`config.mk`:
```
export PLATFORM = sky130hd
export DESIGN_NAME = t16b_core
export DESIGN_NICKNAME = d
export VERILOG_FILES = /design/src/t16b_pkg.sv /design/src/t16b_core.sv
export SDC_FILE = /design/constraint.sdc
export NUM_CORES = 1
export LEC_CHECK = 0
export BUFFER_PORTS_ARGS = -buffer_cell sky130_fd_sc_hd__buf_2
export CAP_MARGIN = 10
export CORE_UTILIZATION = 47
export DETAILED_ROUTE_END_ITERATION = 7
export PLACE_DENSITY = 0.65
export SKIP_CTS_REPAIR_TIMING = 1
export SYNTH_ARGS = -nofsm -noshare
export SYNTH_HDL_FRONTEND = slang
export SYNTH_SLANG_ARGS = --single-unit
```
`constraint.sdc`:
```
create_clock -name clk_in -period 4.4 [get_ports clk_in]
set_clock_uncertainty 0.2 [all_clocks]
set_input_delay 0 -clock clk_in [delete_from_list [all_inputs] [get_ports clk_in]]
set_output_delay 0 -clock clk_in [all_outputs]
set_load 0.05 [all_outputs]
```
`src/t16b_pkg.sv`:
```
// package: register map, field layout, reset values and types of the timer
package t16b_pkg;
	// byte register indices (word address = index, byte address = 4*index)
	localparam logic [3:0] ADDR_CTRL_A   = 4'h0; // timer_control_a
	localparam logic [3:0] ADDR_CTRL_B   = 4'h1; // timer_control_b
	localparam logic [3:0] ADDR_FLAGS    = 4'h2; // timer_flag_register
	localparam logic [3:0] ADDR_MASK     = 4'h3; // timer_mask_register
	localparam logic [3:0] ADDR_CNT_LO   = 4'h4; // count_low_byte
	localparam logic [3:0] ADDR_CNT_HI   = 4'h5; // count_high_byte
	localparam logic [3:0] ADDR_CMPA_LO  = 4'h6;
	localparam logic [3:0] ADDR_CMPA_HI  = 4'h7;
	localparam logic [3:0] ADDR_CMPB_LO  = 4'h8;
	localparam logic [3:0] ADDR_CMPB_HI  = 4'h9;
	localparam logic [3:0] ADDR_CAP_LO   = 4'ha;
	localparam logic [3:0] ADDR_CAP_HI   = 4'hb;
	// control b fields
	localparam int CS_LSB    = 0;  // clock select, 3 bits
	localparam int TOPSEL_LSB = 3; // top select, 3 bits
	localparam int CAPEDGE_BIT = 6; // capture on rising edge when 1
	localparam int CAPSRC_BIT  = 7; // capture from comparator when 1
	// control a fields
	localparam int NCAN_BIT  = 0;  // noise filter enable
	localparam int PWMA_BIT  = 1;  // channel a pwm output enable
	localparam int PWMB_BIT  = 2;  // channel b pwm output enable
	// flag / mask bit positions
	localparam int FLG_OVF  = 0;
	localparam int FLG_CMPA = 1;
	localparam int FLG_CMPB = 2;
	localparam int FLG_CAP  = 3;
	// reset values
	localparam logic [7:0]  RST_BYTE = 8'h00;
	localparam logic [15:0] RST_WORD = 16'h0000;
	// end points
	localparam logic [15:0] BOTTOM_VAL = 16'h0000;
	localparam logic [15:0] MAX_VAL    = 16'hffff;
	localparam logic [15:0] TOP_8BIT   = 16'h00ff;
	localparam logic [15:0] TOP_9BIT   = 16'h01ff;
	localparam logic [15:0] TOP_10BIT  = 16'h03ff;
	// noise filter sample count
	localparam logic [1:0]  NCAN_LAST  = 2'h3;
	// prescaler terminal counts (divide by n means count n-1)
	localparam logic [9:0]  DIV8_TC    = 10'h007;
	localparam logic [9:0]  DIV64_TC   = 10'h03f;
	localparam logic [9:0]  DIV256_TC  = 10'h0ff;
	localparam logic [9:0]  DIV1024_TC = 10'h3ff;

	typedef enum logic [2:0] {
		T16B_CS_OFF, T16B_CS_DIV1, T16B_CS_DIV8, T16B_CS_DIV64,
		T16B_CS_DIV256, T16B_CS_DIV1024, T16B_CS_EXT_FALL, T16B_CS_EXT_RISE
	} t16b_cs_t;

	typedef enum logic [2:0] {
		T16B_TOP_MAX, T16B_TOP_8BIT, T16B_TOP_9BIT, T16B_TOP_10BIT,
		T16B_TOP_CMPA, T16B_TOP_CAP, T16B_TOP_R6, T16B_TOP_R7
	} t16b_top_t;

	// pin-side signals carried together
	typedef struct packed {
		logic count_pin;
		logic capture_pin;
		logic comparator;
	} t16b_pins_t;

	typedef struct packed {
		logic at_bottom;
		logic at_max;
		logic at_top;
	} t16b_ends_t;
endpackage

```
`src/t16b_core.sv`:
```
// top module: 16-bit timer with byte access through a shared high byte
//
// Decided for this implementation: the Avalon-MM interface to the registers and the register addresses.
`timescale 1ns/100ps
// How it works
// - sixteen-bit values reached as two bytes
// - control registers are plain eight-bit registers
// - one shared high-byte holding register
// - low byte write loads holding plus data
// - count or capture low byte read copies high into holding
// - compare high bytes read directly, holding untouched
// - counter steps only on selected tick
// - equality with compare on a counting tick sets match flag
// - compare values double buffered
// - every request shows in flag register
// - each request masked by own bit
// - capture edge latches counter, optional filter
// - signal bottom at zero, max at ffff
// - top selectable fixed, compare a, capture
// - compare a as top disables its pwm
// - capture as top frees compare a
// - processor counter write beats count step
// - capture flag set with capture copy
module t16b_core (
	input  wire logic               clk_in,
	input  wire logic               srst_in,
	input  wire logic               ce_in,
	input  wire logic [3:0]         avs_address_in,
	input  wire logic               avs_read_in,
	input  wire logic               avs_write_in,
	input  wire logic [31:0]        avs_writedata_in,
	input  wire logic [3:0]         avs_byteenable_in,
	output logic      [31:0]        avs_readdata_out,
	output logic                    avs_waitrequest_out,
	input  wire t16b_pkg::t16b_pins_t pins_in,
	output logic      [1:0]         compare_output_pins_out,
	output logic                    irq_out,
	output t16b_pkg::t16b_ends_t    ends_out
);
	////////////////////////////////////////////////////////////////////////
	// registers
	logic [7:0]  timer_control_a_ff, timer_control_b_ff;
	logic [3:0]  timer_flag_register_ff, timer_mask_register_ff;
	logic [7:0]  hold_ff;
	logic [15:0] timer_count_value_ff;
	logic [15:0] cmpa_buf_ff, cmpb_buf_ff, cmpa_act_ff, cmpb_act_ff;
	logic [15:0] capture_value_ff;
	logic        ack_ff;
	logic        wait_ff;
	logic [31:0] rdata_ff;
	logic [1:0]  pwm_ff;
	logic        irq_ff;
	t16b_pkg::t16b_ends_t ends_ff;
	logic [2:0]  pin_s1_ff, pin_s2_ff;
	logic        cnt_prev_ff, cap_prev_ff;
	logic [1:0]  ncan_cnt_ff;
	logic        ncan_out_ff;
	logic [9:0]  pre_ff;

	////////////////////////////////////////////////////////////////////////
	// bus decode: one wait state, answer when ack_ff is high
	wire        req     = (avs_read_in | avs_write_in) & ~ack_ff & ce_in;
	wire        wr_lane = avs_write_in & avs_byteenable_in[0];
	wire        wr      = req & wr_lane;
	wire        rd      = req & avs_read_in;
	wire [7:0]  wdata   = avs_writedata_in[7:0];
	wire        wr_cnt_lo  = wr & (avs_address_in == t16b_pkg::ADDR_CNT_LO);
	wire        wr_cmpa_lo = wr & (avs_address_in == t16b_pkg::ADDR_CMPA_LO);
	wire        wr_cmpb_lo = wr & (avs_address_in == t16b_pkg::ADDR_CMPB_LO);
	wire        wr_cap_lo  = wr & (avs_address_in == t16b_pkg::ADDR_CAP_LO);
	// any high byte address writes the holding register
	wire        wr_hi = wr & avs_address_in[0] & (avs_address_in >= 4'h5) &
	                    (avs_address_in <= t16b_pkg::ADDR_CAP_HI);
	wire        rd_cnt_lo = rd & (avs_address_in == t16b_pkg::ADDR_CNT_LO);
	wire        rd_cap_lo = rd & (avs_address_in == t16b_pkg::ADDR_CAP_LO);
	wire        wr_flags  = wr & (avs_address_in == t16b_pkg::ADDR_FLAGS);

	////////////////////////////////////////////////////////////////////////
	// mode decode
	wire [2:0]  cs_sel  = timer_control_b_ff[t16b_pkg::CS_LSB +: 3];
	wire [2:0]  top_sel = timer_control_b_ff[t16b_pkg::TOPSEL_LSB +: 3];
	wire        top_cmpa = (top_sel == 3'(t16b_pkg::T16B_TOP_CMPA));
	wire        top_cap  = (top_sel == 3'(t16b_pkg::T16B_TOP_CAP));
	logic [15:0] top_val;
	// top choice per mode
	always_comb begin
		case (t16b_pkg::t16b_top_t'(top_sel))
		t16b_pkg::T16B_TOP_8BIT:  top_val = t16b_pkg::TOP_8BIT;
		t16b_pkg::T16B_TOP_9BIT:  top_val = t16b_pkg::TOP_9BIT;
		t16b_pkg::T16B_TOP_10BIT: top_val = t16b_pkg::TOP_10BIT;
		t16b_pkg::T16B_TOP_CMPA:  top_val = cmpa_act_ff;
		t16b_pkg::T16B_TOP_CAP:   top_val = capture_value_ff;
		default:                  top_val = t16b_pkg::MAX_VAL;
		endcase
	end

	////////////////////////////////////////////////////////////////////////
	// prescaler and tick select
	wire cnt_pin  = pin_s2_ff[2];
	wire cnt_rise = cnt_pin & ~cnt_prev_ff;
	wire cnt_fall = ~cnt_pin & cnt_prev_ff;
	logic tick;
	always_comb begin
		case (t16b_pkg::t16b_cs_t'(cs_sel))
		t16b_pkg::T16B_CS_OFF:      tick = 1'b0;
		t16b_pkg::T16B_CS_DIV1:     tick = 1'b1;
		t16b_pkg::T16B_CS_DIV8:     tick = (pre_ff[2:0] == t16b_pkg::DIV8_TC[2:0]);
		t16b_pkg::T16B_CS_DIV64:    tick = (pre_ff[5:0] == t16b_pkg::DIV64_TC[5:0]);
		t16b_pkg::T16B_CS_DIV256:   tick = (pre_ff[7:0] == t16b_pkg::DIV256_TC[7:0]);
		t16b_pkg::T16B_CS_DIV1024:  tick = (pre_ff == t16b_pkg::DIV1024_TC);
		t16b_pkg::T16B_CS_EXT_FALL: tick = cnt_fall;
		t16b_pkg::T16B_CS_EXT_RISE: tick = cnt_rise;
		default:                    tick = 1'b0;
		endcase
	end

	////////////////////////////////////////////////////////////////////////
	// counter: wraps at top; cpu write overrides the step
	wire        at_top   = (timer_count_value_ff == top_val);
	wire [15:0] cnt_step = at_top ? t16b_pkg::BOTTOM_VAL
	                              : timer_count_value_ff + 16'h0001;
	wire [15:0] nxt_count = wr_cnt_lo ? {hold_ff, wdata} :
	                        tick ? cnt_step : timer_count_value_ff;
	wire        ovf_evt  = tick & at_top & ~wr_cnt_lo;

	// compare: active value reloads from buffer at top
	wire match_a = (timer_count_value_ff == cmpa_act_ff);
	wire match_b = (timer_count_value_ff == cmpb_act_ff);
	wire load_act = ovf_evt | (cs_sel == 3'h0); // stopped timer loads at once
	wire cmpa_evt = tick & match_a;
	wire cmpb_evt = tick & match_b;

	////////////////////////////////////////////////////////////////////////
	// capture: filter over four equal samples, then edge detect
	wire cap_raw = timer_control_b_ff[t16b_pkg::CAPSRC_BIT] ? pin_s2_ff[0]
	                                                        : pin_s2_ff[1];
	wire ncan_on = timer_control_a_ff[t16b_pkg::NCAN_BIT];
	wire cap_lvl = ncan_on ? ncan_out_ff : cap_raw;
	wire cap_rise_sel = timer_control_b_ff[t16b_pkg::CAPEDGE_BIT];
	wire cap_edge = cap_rise_sel ? (cap_lvl & ~cap_prev_ff)
	                             : (~cap_lvl & cap_prev_ff);
	// capture is off when capture register supplies top
	wire cap_evt = cap_edge & ~top_cap;
	wire [15:0] nxt_cap = wr_cap_lo & top_cap ? {hold_ff, wdata} :
	                      cap_evt ? timer_count_value_ff : capture_value_ff;

	////////////////////////////////////////////////////////////////////////
	// flags: hardware set wins over write-one-to-clear
	wire [3:0] set_flags = {cap_evt, cmpb_evt, cmpa_evt, ovf_evt};
	wire [3:0] clr_flags = wr_flags ? wdata[3:0] : 4'h0;
	wire [3:0] nxt_flags = set_flags |
	                       (timer_flag_register_ff & ~clr_flags);

	// holding register next value
	wire [7:0] nxt_hold = wr_hi ? wdata :
	                      rd_cnt_lo ? timer_count_value_ff[15:8] :
	                      rd_cap_lo ? capture_value_ff[15:8] : hold_ff;

	////////////////////////////////////////////////////////////////////////
	// read mux: high of count/capture from holding, compare high direct
	logic [7:0] rd_byte;
	always_comb begin
		case (avs_address_in)
		t16b_pkg::ADDR_CTRL_A:  rd_byte = timer_control_a_ff;
		t16b_pkg::ADDR_CTRL_B:  rd_byte = timer_control_b_ff;
		t16b_pkg::ADDR_FLAGS:   rd_byte = {4'h0, timer_flag_register_ff};
		t16b_pkg::ADDR_MASK:    rd_byte = {4'h0, timer_mask_register_ff};
		t16b_pkg::ADDR_CNT_LO:  rd_byte = timer_count_value_ff[7:0];
		t16b_pkg::ADDR_CNT_HI:  rd_byte = hold_ff;
		t16b_pkg::ADDR_CMPA_LO: rd_byte = cmpa_buf_ff[7:0];
		t16b_pkg::ADDR_CMPA_HI: rd_byte = cmpa_buf_ff[15:8];
		t16b_pkg::ADDR_CMPB_LO: rd_byte = cmpb_buf_ff[7:0];
		t16b_pkg::ADDR_CMPB_HI: rd_byte = cmpb_buf_ff[15:8];
		t16b_pkg::ADDR_CAP_LO:  rd_byte = capture_value_ff[7:0];
		t16b_pkg::ADDR_CAP_HI:  rd_byte = hold_ff;
		default:                rd_byte = t16b_pkg::RST_BYTE;
		endcase
	end

	// pwm: set at top, clear on match; a off when it is the top
	wire pwm_a_en = timer_control_a_ff[t16b_pkg::PWMA_BIT] & ~top_cmpa;
	wire pwm_b_en = timer_control_a_ff[t16b_pkg::PWMB_BIT];
	wire [1:0] nxt_pwm = {pwm_b_en & (match_b ? 1'b0 : at_top ? 1'b1 : pwm_ff[1]),
	                      pwm_a_en & (match_a ? 1'b0 : at_top ? 1'b1 : pwm_ff[0])};

	////////////////////////////////////////////////////////////////////////
	// synchronisers; first stage only feeds the second
	always_ff @(posedge clk_in) begin
		if (srst_in) begin
			pin_s1_ff <= 3'h0;
			pin_s2_ff <= 3'h0;
		end else if (ce_in) begin
			pin_s1_ff <= pins_in;
			pin_s2_ff <= pin_s1_ff;
		end
	end

	// edge history, prescaler and noise filter
	always_ff @(posedge clk_in) begin
		if (srst_in) begin
			cnt_prev_ff <= 1'b0;
			cap_prev_ff <= 1'b0;
			pre_ff      <= 10'h000;
			ncan_cnt_ff <= 2'h0;
			ncan_out_ff <= 1'b0;
		end else if (ce_in) begin
			cnt_prev_ff <= cnt_pin;
			cap_prev_ff <= cap_lvl;
			pre_ff      <= pre_ff + 10'h001;
			ncan_cnt_ff <= (cap_raw == ncan_out_ff) ? 2'h0 : ncan_cnt_ff + 2'h1;
			if (cap_raw != ncan_out_ff && ncan_cnt_ff == t16b_pkg::NCAN_LAST)
				ncan_out_ff <= cap_raw;
		end
	end

	// control and holding registers
	always_ff @(posedge clk_in) begin
		if (srst_in) begin
			timer_control_a_ff     <= t16b_pkg::RST_BYTE;
			timer_control_b_ff     <= t16b_pkg::RST_BYTE;
			timer_mask_register_ff <= 4'h0;
			timer_flag_register_ff <= 4'h0;
			hold_ff                <= t16b_pkg::RST_BYTE;
		end else if (ce_in) begin
			if (wr & (avs_address_in == t16b_pkg::ADDR_CTRL_A))
				timer_control_a_ff <= wdata;
			if (wr & (avs_address_in == t16b_pkg::ADDR_CTRL_B))
				timer_control_b_ff <= wdata;
			if (wr & (avs_address_in == t16b_pkg::ADDR_MASK))
				timer_mask_register_ff <= wdata[3:0];
			timer_flag_register_ff <= nxt_flags;
			hold_ff <= nxt_hold;
		end
	end

	// 16-bit values
	always_ff @(posedge clk_in) begin
		if (srst_in) begin
			timer_count_value_ff <= t16b_pkg::RST_WORD;
			cmpa_buf_ff          <= t16b_pkg::RST_WORD;
			cmpb_buf_ff          <= t16b_pkg::RST_WORD;
			cmpa_act_ff          <= t16b_pkg::RST_WORD;
			cmpb_act_ff          <= t16b_pkg::RST_WORD;
			capture_value_ff     <= t16b_pkg::RST_WORD;
		end else if (ce_in) begin
			timer_count_value_ff <= nxt_count;
			if (wr_cmpa_lo)
				cmpa_buf_ff <= {hold_ff, wdata};
			if (wr_cmpb_lo)
				cmpb_buf_ff <= {hold_ff, wdata};
			if (load_act) begin
				cmpa_act_ff <= cmpa_buf_ff;
				cmpb_act_ff <= cmpb_buf_ff;
			end
			capture_value_ff <= nxt_cap;
		end
	end

	// bus answer and outputs
	always_ff @(posedge clk_in) begin
		if (srst_in) begin
			ack_ff   <= 1'b0;
			wait_ff  <= 1'b1;
			rdata_ff <= 32'h0000_0000;
			pwm_ff   <= 2'h0;
			irq_ff   <= 1'b0;
			ends_ff  <= '0;
		end else if (ce_in) begin
			ack_ff <= req;
			wait_ff <= ~req; // own flop so the pin has no gate behind it
			if (rd)
				rdata_ff <= {24'h00_0000, rd_byte};
			pwm_ff <= nxt_pwm;
			irq_ff <= |(nxt_flags & timer_mask_register_ff);
			ends_ff.at_bottom <= (nxt_count == t16b_pkg::BOTTOM_VAL);
			ends_ff.at_max    <= (nxt_count == t16b_pkg::MAX_VAL);
			ends_ff.at_top    <= (nxt_count == top_val);
		end
	end

	assign avs_readdata_out        = rdata_ff;
	assign avs_waitrequest_out     = wait_ff;
	assign compare_output_pins_out = pwm_ff;
	assign irq_out                 = irq_ff;
	assign ends_out                = ends_ff;
endmodule // t16b_core

```
==> results of run 1 <==
## cells in the mapped netlist (5+ instances only)
| cell type | instances |
|---|---|
| o22ai_1 | 5 |
| mux2_2 | 11 |
| nand4_1 | 16 |
| o21ai_1 | 5 |
| mux2i_1 | 102 |
| clkbuf_1 | 86 |
| nor4_1 | 16 |
| and2_1 | 10 |
| and3_1 | 12 |
| nand2_1 | 161 |
| ha_1 | 5 |
| nor2b_1 | 8 |
| nand3_1 | 41 |
| a22oi_1 | 8 |
| a32oi_1 | 9 |
| buf_4 | 25 |
| o211ai_1 | 8 |
| xnor2_1 | 21 |
| nor2_1 | 162 |
| inv_1 | 13 |
| nand2b_1 | 13 |
| dfxtp_1 | 165 |
| xor2_1 | 44 |
| buf_6 | 6 |
| buf_1 | 8 |
| o21ai_0 | 34 |
| or3_1 | 7 |
| buf_2 | 5 |
| a31oi_1 | 9 |
| a21oi_1 | 100 |
| nor3_1 | 22 |
| a221oi_1 | 11 |
| a211oi_1 | 31 |
## cell families after synthesis
group	Yosys count	synth area share, %
AOI/OAI and AO/OA	277	18.56
xor gates and xnor gates	65	5.678
adders and majority gates	5	0.6239
buffers and inverters	145	7.038
DFF	165	32.94
muxes	115	11.72
other	1	0.03740
and+or+nand+nor	502	23.41
## per-layer routing
metal  part of all wire [%]  wire [um]  GRT usage, %
met3                    8.7       2855         4.877
met2                     44      14500         45.70
met5                      0          0             0
met4                    4.2       1385         15.00
met1                     43      14140         41.93
## layout make-up
type | instances | share of cell area (%)
clock inverters | 14 | 1.903
flip-flops and latches | 165 | 29.73
well taps | 275 | 3.097
clock buffers | 18 | 3.952
inverters | 14 | 0.4729
multi-input cells | 988 | 55.08
repair buffers | 85 | 5.765
## flip-flops by register name, summed over array words and instances, names as in the netlist, 2 cells and up
| signal | flops |
|---|---|
| pin_s1_ff | 3 |
| cmpa_act_ff | 16 |
| timer_mask_register_ff | 4 |
| pin_s2_ff | 3 |
| cmpa_buf_ff | 16 |
| compare_output_pins_out | 2 |
| ncan_cnt_ff | 2 |
| timer_count_value_ff | 16 |
| ends_out | 3 |
| cmpb_act_ff | 16 |
| timer_control_a_ff | 8 |
| pre_ff | 10 |
| hold_ff | 8 |
| cmpb_buf_ff | 16 |
| capture_value_ff | 16 |
| timer_control_b_ff | 8 |
| timer_flag_register_ff | 4 |
| avs_readdata_out | 8 |
## worst max-delay path, cell delays in order (launching register included)
cell and delay (ns):
dfxtp_1 0.49, inv_1 0.13, ha_1 0.42, nor2_1 0.29, o211ai_1 0.20, xnor2_1 0.23, o2111ai_1 0.21, a2111oi_4 0.51
nand3_2 0.33, nor2_4 0.22, o21ai_4 0.20, buf_12 0.26, mux2i_1 0.16, nor2_1 0.06
## power groups by stage
stage / logic [mW] / registers, mW / clock network [mW]
global route: 0.364 / 1.55 / 1.75
CTS: 0.328 / 1.54 / 1.69
finish: 0.344 / 1.55 / 1.67
detailed placement: 0.327 / 1.58 / 0
global placement: 0.326 / 1.58 / 0
floorplan: 0.247 / 1.58 / 0
## final timing paths
path                                 startpoint                          endpoint  slack, ns  cells after the start
max          timer_control_b_ff[5]$_SDFFE_PP0P_       cmpa_act_ff[9]$_SDFFE_PP0P_       0.33                     13
min                           avs_address_in[3]  avs_readdata_out[1]$_SDFFE_PP0P_       0.01                      4
max reg2reg  timer_control_b_ff[5]$_SDFFE_PP0P_       cmpa_act_ff[9]$_SDFFE_PP0P_       0.33                     13
min reg2reg            ends_out[0]$_SDFFE_PP0P_          ends_out[0]$_SDFFE_PP0P_       0.25                      2
## metrics by stage
stage	area, um2	util [%]	hold slack, ns	std cells	power (mW)
3_3_place_gp	10300	49.17	0.03967	1511	1.904
2_1_floorplan	10110	-	-0.06403	1298	1.829
5_1_grt	11110	53.03	0.06627	1559	3.665
6_report	11110	53.03	0.01488	1559	3.564
3_5_place_dp	10300	49.17	0.04761	1511	1.905
4_1_cts	10950	52.27	-0.3997	1543	3.561
==> impl_summary.md, run 1 <==
Finish
The final-stage net count is 1,324. The number of antenna diodes in the final layout is 0. In the layout the commonest cells are 165 x dfxtp_1, 161 x nor2_1, 161 x nand2_1, 102 x mux2i_1, 100 x a21oi_1. The layout has 2,036 filler cells. The area growth from synthesis to layout is 10.82%. Cells with a size suffix above 1 make up 10.67% of the layout. In the final layout, the multi-input gates occupy 6121 um2. The most common cell after layout, fill and taps aside is dfxtp_1.

The area taken by flip-flops and latches is 3303 um2.

Hold path
The path class of the tightest hold or removal check is primary input to flop.

Routing
The detailed-route vias per instance is 6.104. Once detail routing completed, the nets flagged for antenna violations numbered 0. The routed design has 32,890 um of wire.

In the final routed layout, each cell accounts on average for 21.09 um. After the first detailed-routing iteration, the DRC count stood at 1,299. For this run, design rule violations remaining after detail routing come to 0. The number of iterations in the first detailed-routing pass is 6. The via total after detailed routing is 9,516.

Place
The HPWL reported at the end of detailed placement is 22,960 um. The weighted congestion at the end of routability-driven global placement is 0.9794. Timing analysis after detailed placement gives a worst setup slack of 0.4155 ns. The number of buffers inserted by port buffering is 35.

Logic synthesis
The flip-flop cell with the highest count after synthesis is dfxtp_1. Synthesis produced a netlist whose cell count is 1,275. The share of the Yosys chip area taken by registers is 32.94%. A synthesized cell averages 7.864 um2.

The share of synthesized area in the top cell type comes to 32.94%. In this run, synthesis produced a sequential element count of 165. Summed over all instances, the cell type with the most area after synthesis is dfxtp_1. The synthesis warning total is 0. Yosys attributes the largest share of cell area to dfxtp_1 33%, mux2i_1 10%, nor2_1 6.1%, nand2_1 6.0%, a21oi_1 5.0%. In the synthesized netlist the async set-or-reset flop fraction comes to 0%. The number of enable flip-flop cells after synthesis is 0. The summed instance area of the synthesized netlist is 10,030 um2. Counting distinct cell types in the post-synthesis netlist gives 88.

Pwr
The design internal power is 2.597 mW. The combinational power share is 9.6%. Sequential cells account for 43.4% of the total power. IR analysis of the VDD net gives a maximum drop of 0.2542 mV. For this design the static power due to leakage is 4.159 nW. The total power divided by cell area is 320.7 nW/um2.

Net switching is 27.12% of the power. The analysis attributes to net switching a power of 0.9664 mW. The clock network burns 47.0% of the power.

STA
The hold violation total from the final report is 0. After layout, the worst path uses 92.58% of the clock period. The tightest slew margin relative to the limit is 47.41%.

In the post-route analysis, the smallest setup slack over all paths is 0.3266 ns. Setup repair after global routing left no endpoint under its margin. The final critical path time including I/O delays and setup is 4.073 ns.

Setup total negative slack on the finished layout was measured at 0 ns. The final-report max-slew violation count is 0. For the pin with the worst max-slew slack, the measured transition is 0.7889 ns.

The achievable clock frequency is 0.2455 GHz. Setup violations remaining at the end of the flow were counted as 0.

Floorplanning
Row generation in the floorplan step produced 53 rows. The count of boundary I/O pins is 87. The region available for standard cell placement spans 20,960 um2. The die covers 21,920 um2. The die is 148.1 um wide.

The die boundary height is 148.1 um. Once the floorplan was initialized, standard cells occupied 47.85% of the core.

CTS
The H-tree depth is 4. The tree built by TritonCTS fans out to 165 sinks. The maximum root-to-sink buffer count is 2.

The clock insertion delay at the later pin of the skew report is 0.44 ns. The number of clock buffers added by TritonCTS is 17. After clock tree synthesis, the clock-pin slew on the worst setup and hold paths is 0.07 ns. The CTS tree is yes. The clock root buffer is clkbuf_16.

Worst setup path
Of all nets on the critical path, the largest fanout is 12. The critical path capture point type is a flop. STA classifies the critical path startpoint as a flop. For the worst setup path, the data required time is 4.49 ns. The arrival time at the worst endpoint is 4.16 ns. The worst setup path is of the flop to flop kind.

Job
The max-capacitance violation count is 0.

Global route
The largest net degree at the start of global routing is 164. The number of global-route vias before repair was 8,590. The number of antenna violations at the first check in global routing is 0. For this run the aggregate overflow at the end of global routing stands at 0. The total routing usage reported by global routing is 30.33%. The first global-routing pass estimated 50,340 um of wire.

Run status
The flow ran to the end, and the final reports show no timing, DRC or antenna violations.
(Power assumes the default switching activity.)
==> run 2, diff against run 1 <==
--- a/config.mk
+++ b/config.mk
@@ -9,6 +9,7 @@
 export CAP_MARGIN = 10
 export CORE_UTILIZATION = 47
 export DETAILED_ROUTE_END_ITERATION = 7
+export HOLD_SLACK_MARGIN = 0.1
 export PLACE_DENSITY = 0.65
 export SKIP_CTS_REPAIR_TIMING = 1
 export SYNTH_ARGS = -nofsm -noshare
==> run 2 against run 1 <==
Compared with the run above:
- sequential cell count stayed put
- core utilization rose by 0.29 points
- combinational power is 1% higher
- die area did not move
- sequential share of layout area shrank 0.16 points
- first-iteration DRC count grew 0.15%
- wire length rose by 0.73%
- final cell count is 0.38% higher
- global-route usage stayed put
- design area increased by 0.54%
- largest cell class unchanged
- sequential power hardly changed
- worst setup slack got worse by 0.0047 ns
==> impl_summary.md, run 2 (synthesis gave the netlist of run 1 again) <==
Run status
The flow ran to the end, and the final reports show no timing, DRC or antenna violations.

STA
For this run, the top clock speed supported by timing is 0.2452 GHz. The final-report max-slew violation count is 0. The transition at the pin with the smallest max-transition slack is 0.8006 ns. In the finished design, the share of the clock period the worst path needs comes to 92.69%.

After routing, the total negative slack on setup checks comes to 0 ns. Setup repair after global routing left no endpoint under its margin. The hold violation total from the final report is 0. The worst setup margin is 0.3218 ns.

The post-route worst hold slack is 0.1154 ns. The setup-violating endpoint count in the final report is 0. The routed design could run at a clock period as short as 4.078 ns.

In this run the tightest slew margin relative to its limit is 46.63%.

Floorplanning
Once the floorplan was initialized, standard cells occupied 47.85% of the core. The floorplan step set the die height to 148.1 um. In this run the core area contains 53 standard-cell rows.

The die area is 21,920 um2. 87 I/O pins were placed. After floorplanning, the core was sized to cover 20,960 um2. The die span in x is 148.1 um.

Routing
The detailed-route vias per instance is 6.148. The sum of routed wire length over all layers is 33,130 um. The count of nets left with antenna violations once routing finished came out at 0. The remaining routing DRC violations is 0. After detailed routing, the average wire length per cell comes to 21.17 um. The number of iterations in the first detailed-routing pass is 6. The final route contains 9,622 vias.

The number of design-rule violations left by the first detailed-router iteration is 1,301.

Place
The HPWL reported at the end of detailed placement is 22,960 um. Routability-driven placement finished with a final weighted congestion of 0.9794. Including well taps, the total number of placed cells is 1,511. In this run the tool buffered the top-level ports with 35 buffer cells.

OpenSTA, run right after detailed placement, puts the worst setup slack at 0.4155 ns.

Worst setup path
The maximum cell stage delay along the critical path is 0.51 ns. The worst register-to-register path ends at cmpa_act_ff[9]$_SDFFE_PP0P_. In this run the critical register-to-register path is launched from timer_control_b_ff[5]$_SDFFE_PP0P_.

In this run the worst setup path begins at timer_control_b_ff[5]$_SDFFE_PP0P_. The signal on the critical path passes through inv_1 > ha_1 > nor2_1 > o211ai_1 > xnor2_1 > o2111ai_1 > a2111oi_4 > nand3_2 > nor2_4 > o21ai_4 > buf_12 > mux2i_1 > nor2_1. The most prevalent standard cell on the critical path is nor2_1. The worst setup path is of the flop to flop kind. The worst setup path is launched from a flop.

The critical path ends at cmpa_act_ff[9]$_SDFFE_PP0P_. The required time at the endpoint of the critical path is 4.49 ns. In this run the worst path has a maximum fanout of 12.

The depth of the worst register-to-register path is 13. The cell at the slowest stage of the critical path is a2111oi_4. The arrival time at the worst endpoint is 4.17 ns.

The critical path capture point type is a flop. The slack of the worst reg-to-reg path is 0.32 ns.

CTS
Counting every sink on the clock net gives 165. The H-tree was split into 4 levels. The clock insertion delay at the later pin of the skew report is 0.44 ns. The maximum root-to-sink buffer count is 2. Clock tree synthesis selected as its root buffer the cell clkbuf_16. TritonCTS created 17 clock buffers.

After clock tree synthesis, the clock-pin slew on the worst setup and hold paths is 0.07 ns. TritonCTS built the clock tree.

Finish
The fraction of final layout cells with drive strength greater than 1 is 10.62%. In the layout the commonest cells are 165 x dfxtp_1, 161 x nor2_1, 161 x nand2_1, 102 x mux2i_1, 100 x a21oi_1. 0 antenna diodes ended up in the layout. Counting the fill cells in the layout gives 2,032. The area taken by flip-flops and latches is 3303 um2. Relative to the synthesized area, the layout overhead comes to 11.42%.

The most common cell after layout, fill and taps aside is dfxtp_1. The multi-input logic area is 6121 um2. The final core area utilization is 53.31%. The finished layout holds 1,565 standard cells, fillers aside.

The final-stage net count is 1,330.

Global route
The number of antenna violations at the first check in global routing came to 0. The first-pass GRT wire length is 50,340 um. Entering global routing, the biggest net connects 164 pins. The number of global-route vias before repair is 8,590. The total routing usage reported by global routing is 30.33%.

The total overflow reported by the global router is 0.

Pwr
In this run the power density over the cells is 319.8 nW/um2. The maximum vdd drop is 0.2541 mV. Summed over all cells, the static leakage comes to 4.191 nW.

Hold path
The min-delay analysis places its worst path in the category primary input to flop.

Job
The max-capacitance violation count is 0.
## run 2: layer usage
layer	vias up	part of all wire (%)	GRT usage, %	routed length [um]
met4	0	4.6	15.00	1511
met2	499	44	45.70	14520
li1	4487	-	-	-
met1	4547	43	41.93	14130
met5	-	0	0	0
met3	89	8.9	4.877	2964
## run 2: area by class of cell
cell class / count / share of cell area [%]
multi-input cells: 988 / 54.79
flip-flops and latches: 165 / 29.57
repair buffers: 91 / 6.272
clock buffers: 18 / 3.931
well taps: 275 / 3.080
clock inverters: 14 / 1.893
inverters: 14 / 0.4704
## run 2: worst max-delay path, delay by kind of cell (launching register included)
| family | cells | cell delay, ns |
|---|---|---|
| flip-flops | 1 | 0.49 |
| AO/OA/AOI/OAI | 4 | 1.12 |
| multiplexers | 1 | 0.16 |
| buffers and inverters | 2 | 0.39 |
| AND/OR/NAND/NOR | 4 | 0.89 |
| XOR/XNOR | 1 | 0.24 |
| adder cells (fa/ha/maj) | 1 | 0.42 |
## run 2: worst min-delay path by stage
stage,startpoint,to,slack (ns),cells after the start
6_report,avs_address_in[2],avs_readdata_out[2]$_SDFFE_PP0P_,0.12,5
3_5_place_dp,pins_in[1],pin_s1_ff[1]$_SDFFE_PP0P_,0.05,3
5_1_grt,avs_address_in[2],avs_readdata_out[3]$_SDFFE_PP0P_,0.15,4
2_1_floorplan,avs_writedata_in[5],cmpa_buf_ff[5]$_SDFFE_PP0P_,-0.06,2
4_1_cts,pins_in[0],pin_s1_ff[0]$_SDFFE_PP0P_,-0.40,3
3_3_place_gp,pins_in[0],pin_s1_ff[0]$_SDFFE_PP0P_,0.04,3
## run 2: through the flow
step / power [mW] / instance area (um2)
4_1_cts: 3.561 / 10950
3_3_place_gp: 1.904 / 10300
3_5_place_dp: 1.905 / 10300
2_1_floorplan: 1.829 / 10110
6_report: 3.573 / 11170
5_1_grt: 3.670 / 11170
## run 2: power by group
part | internal [mW] | switching [mW] | total [mW] | leakage [nW]
Combinational | 0.102 | 0.247 | 0.349 | 2.54
Clock | 0.986 | 0.692 | 1.68 | 0.321
Sequential | 1.51 | 0.0321 | 1.55 | 1.33
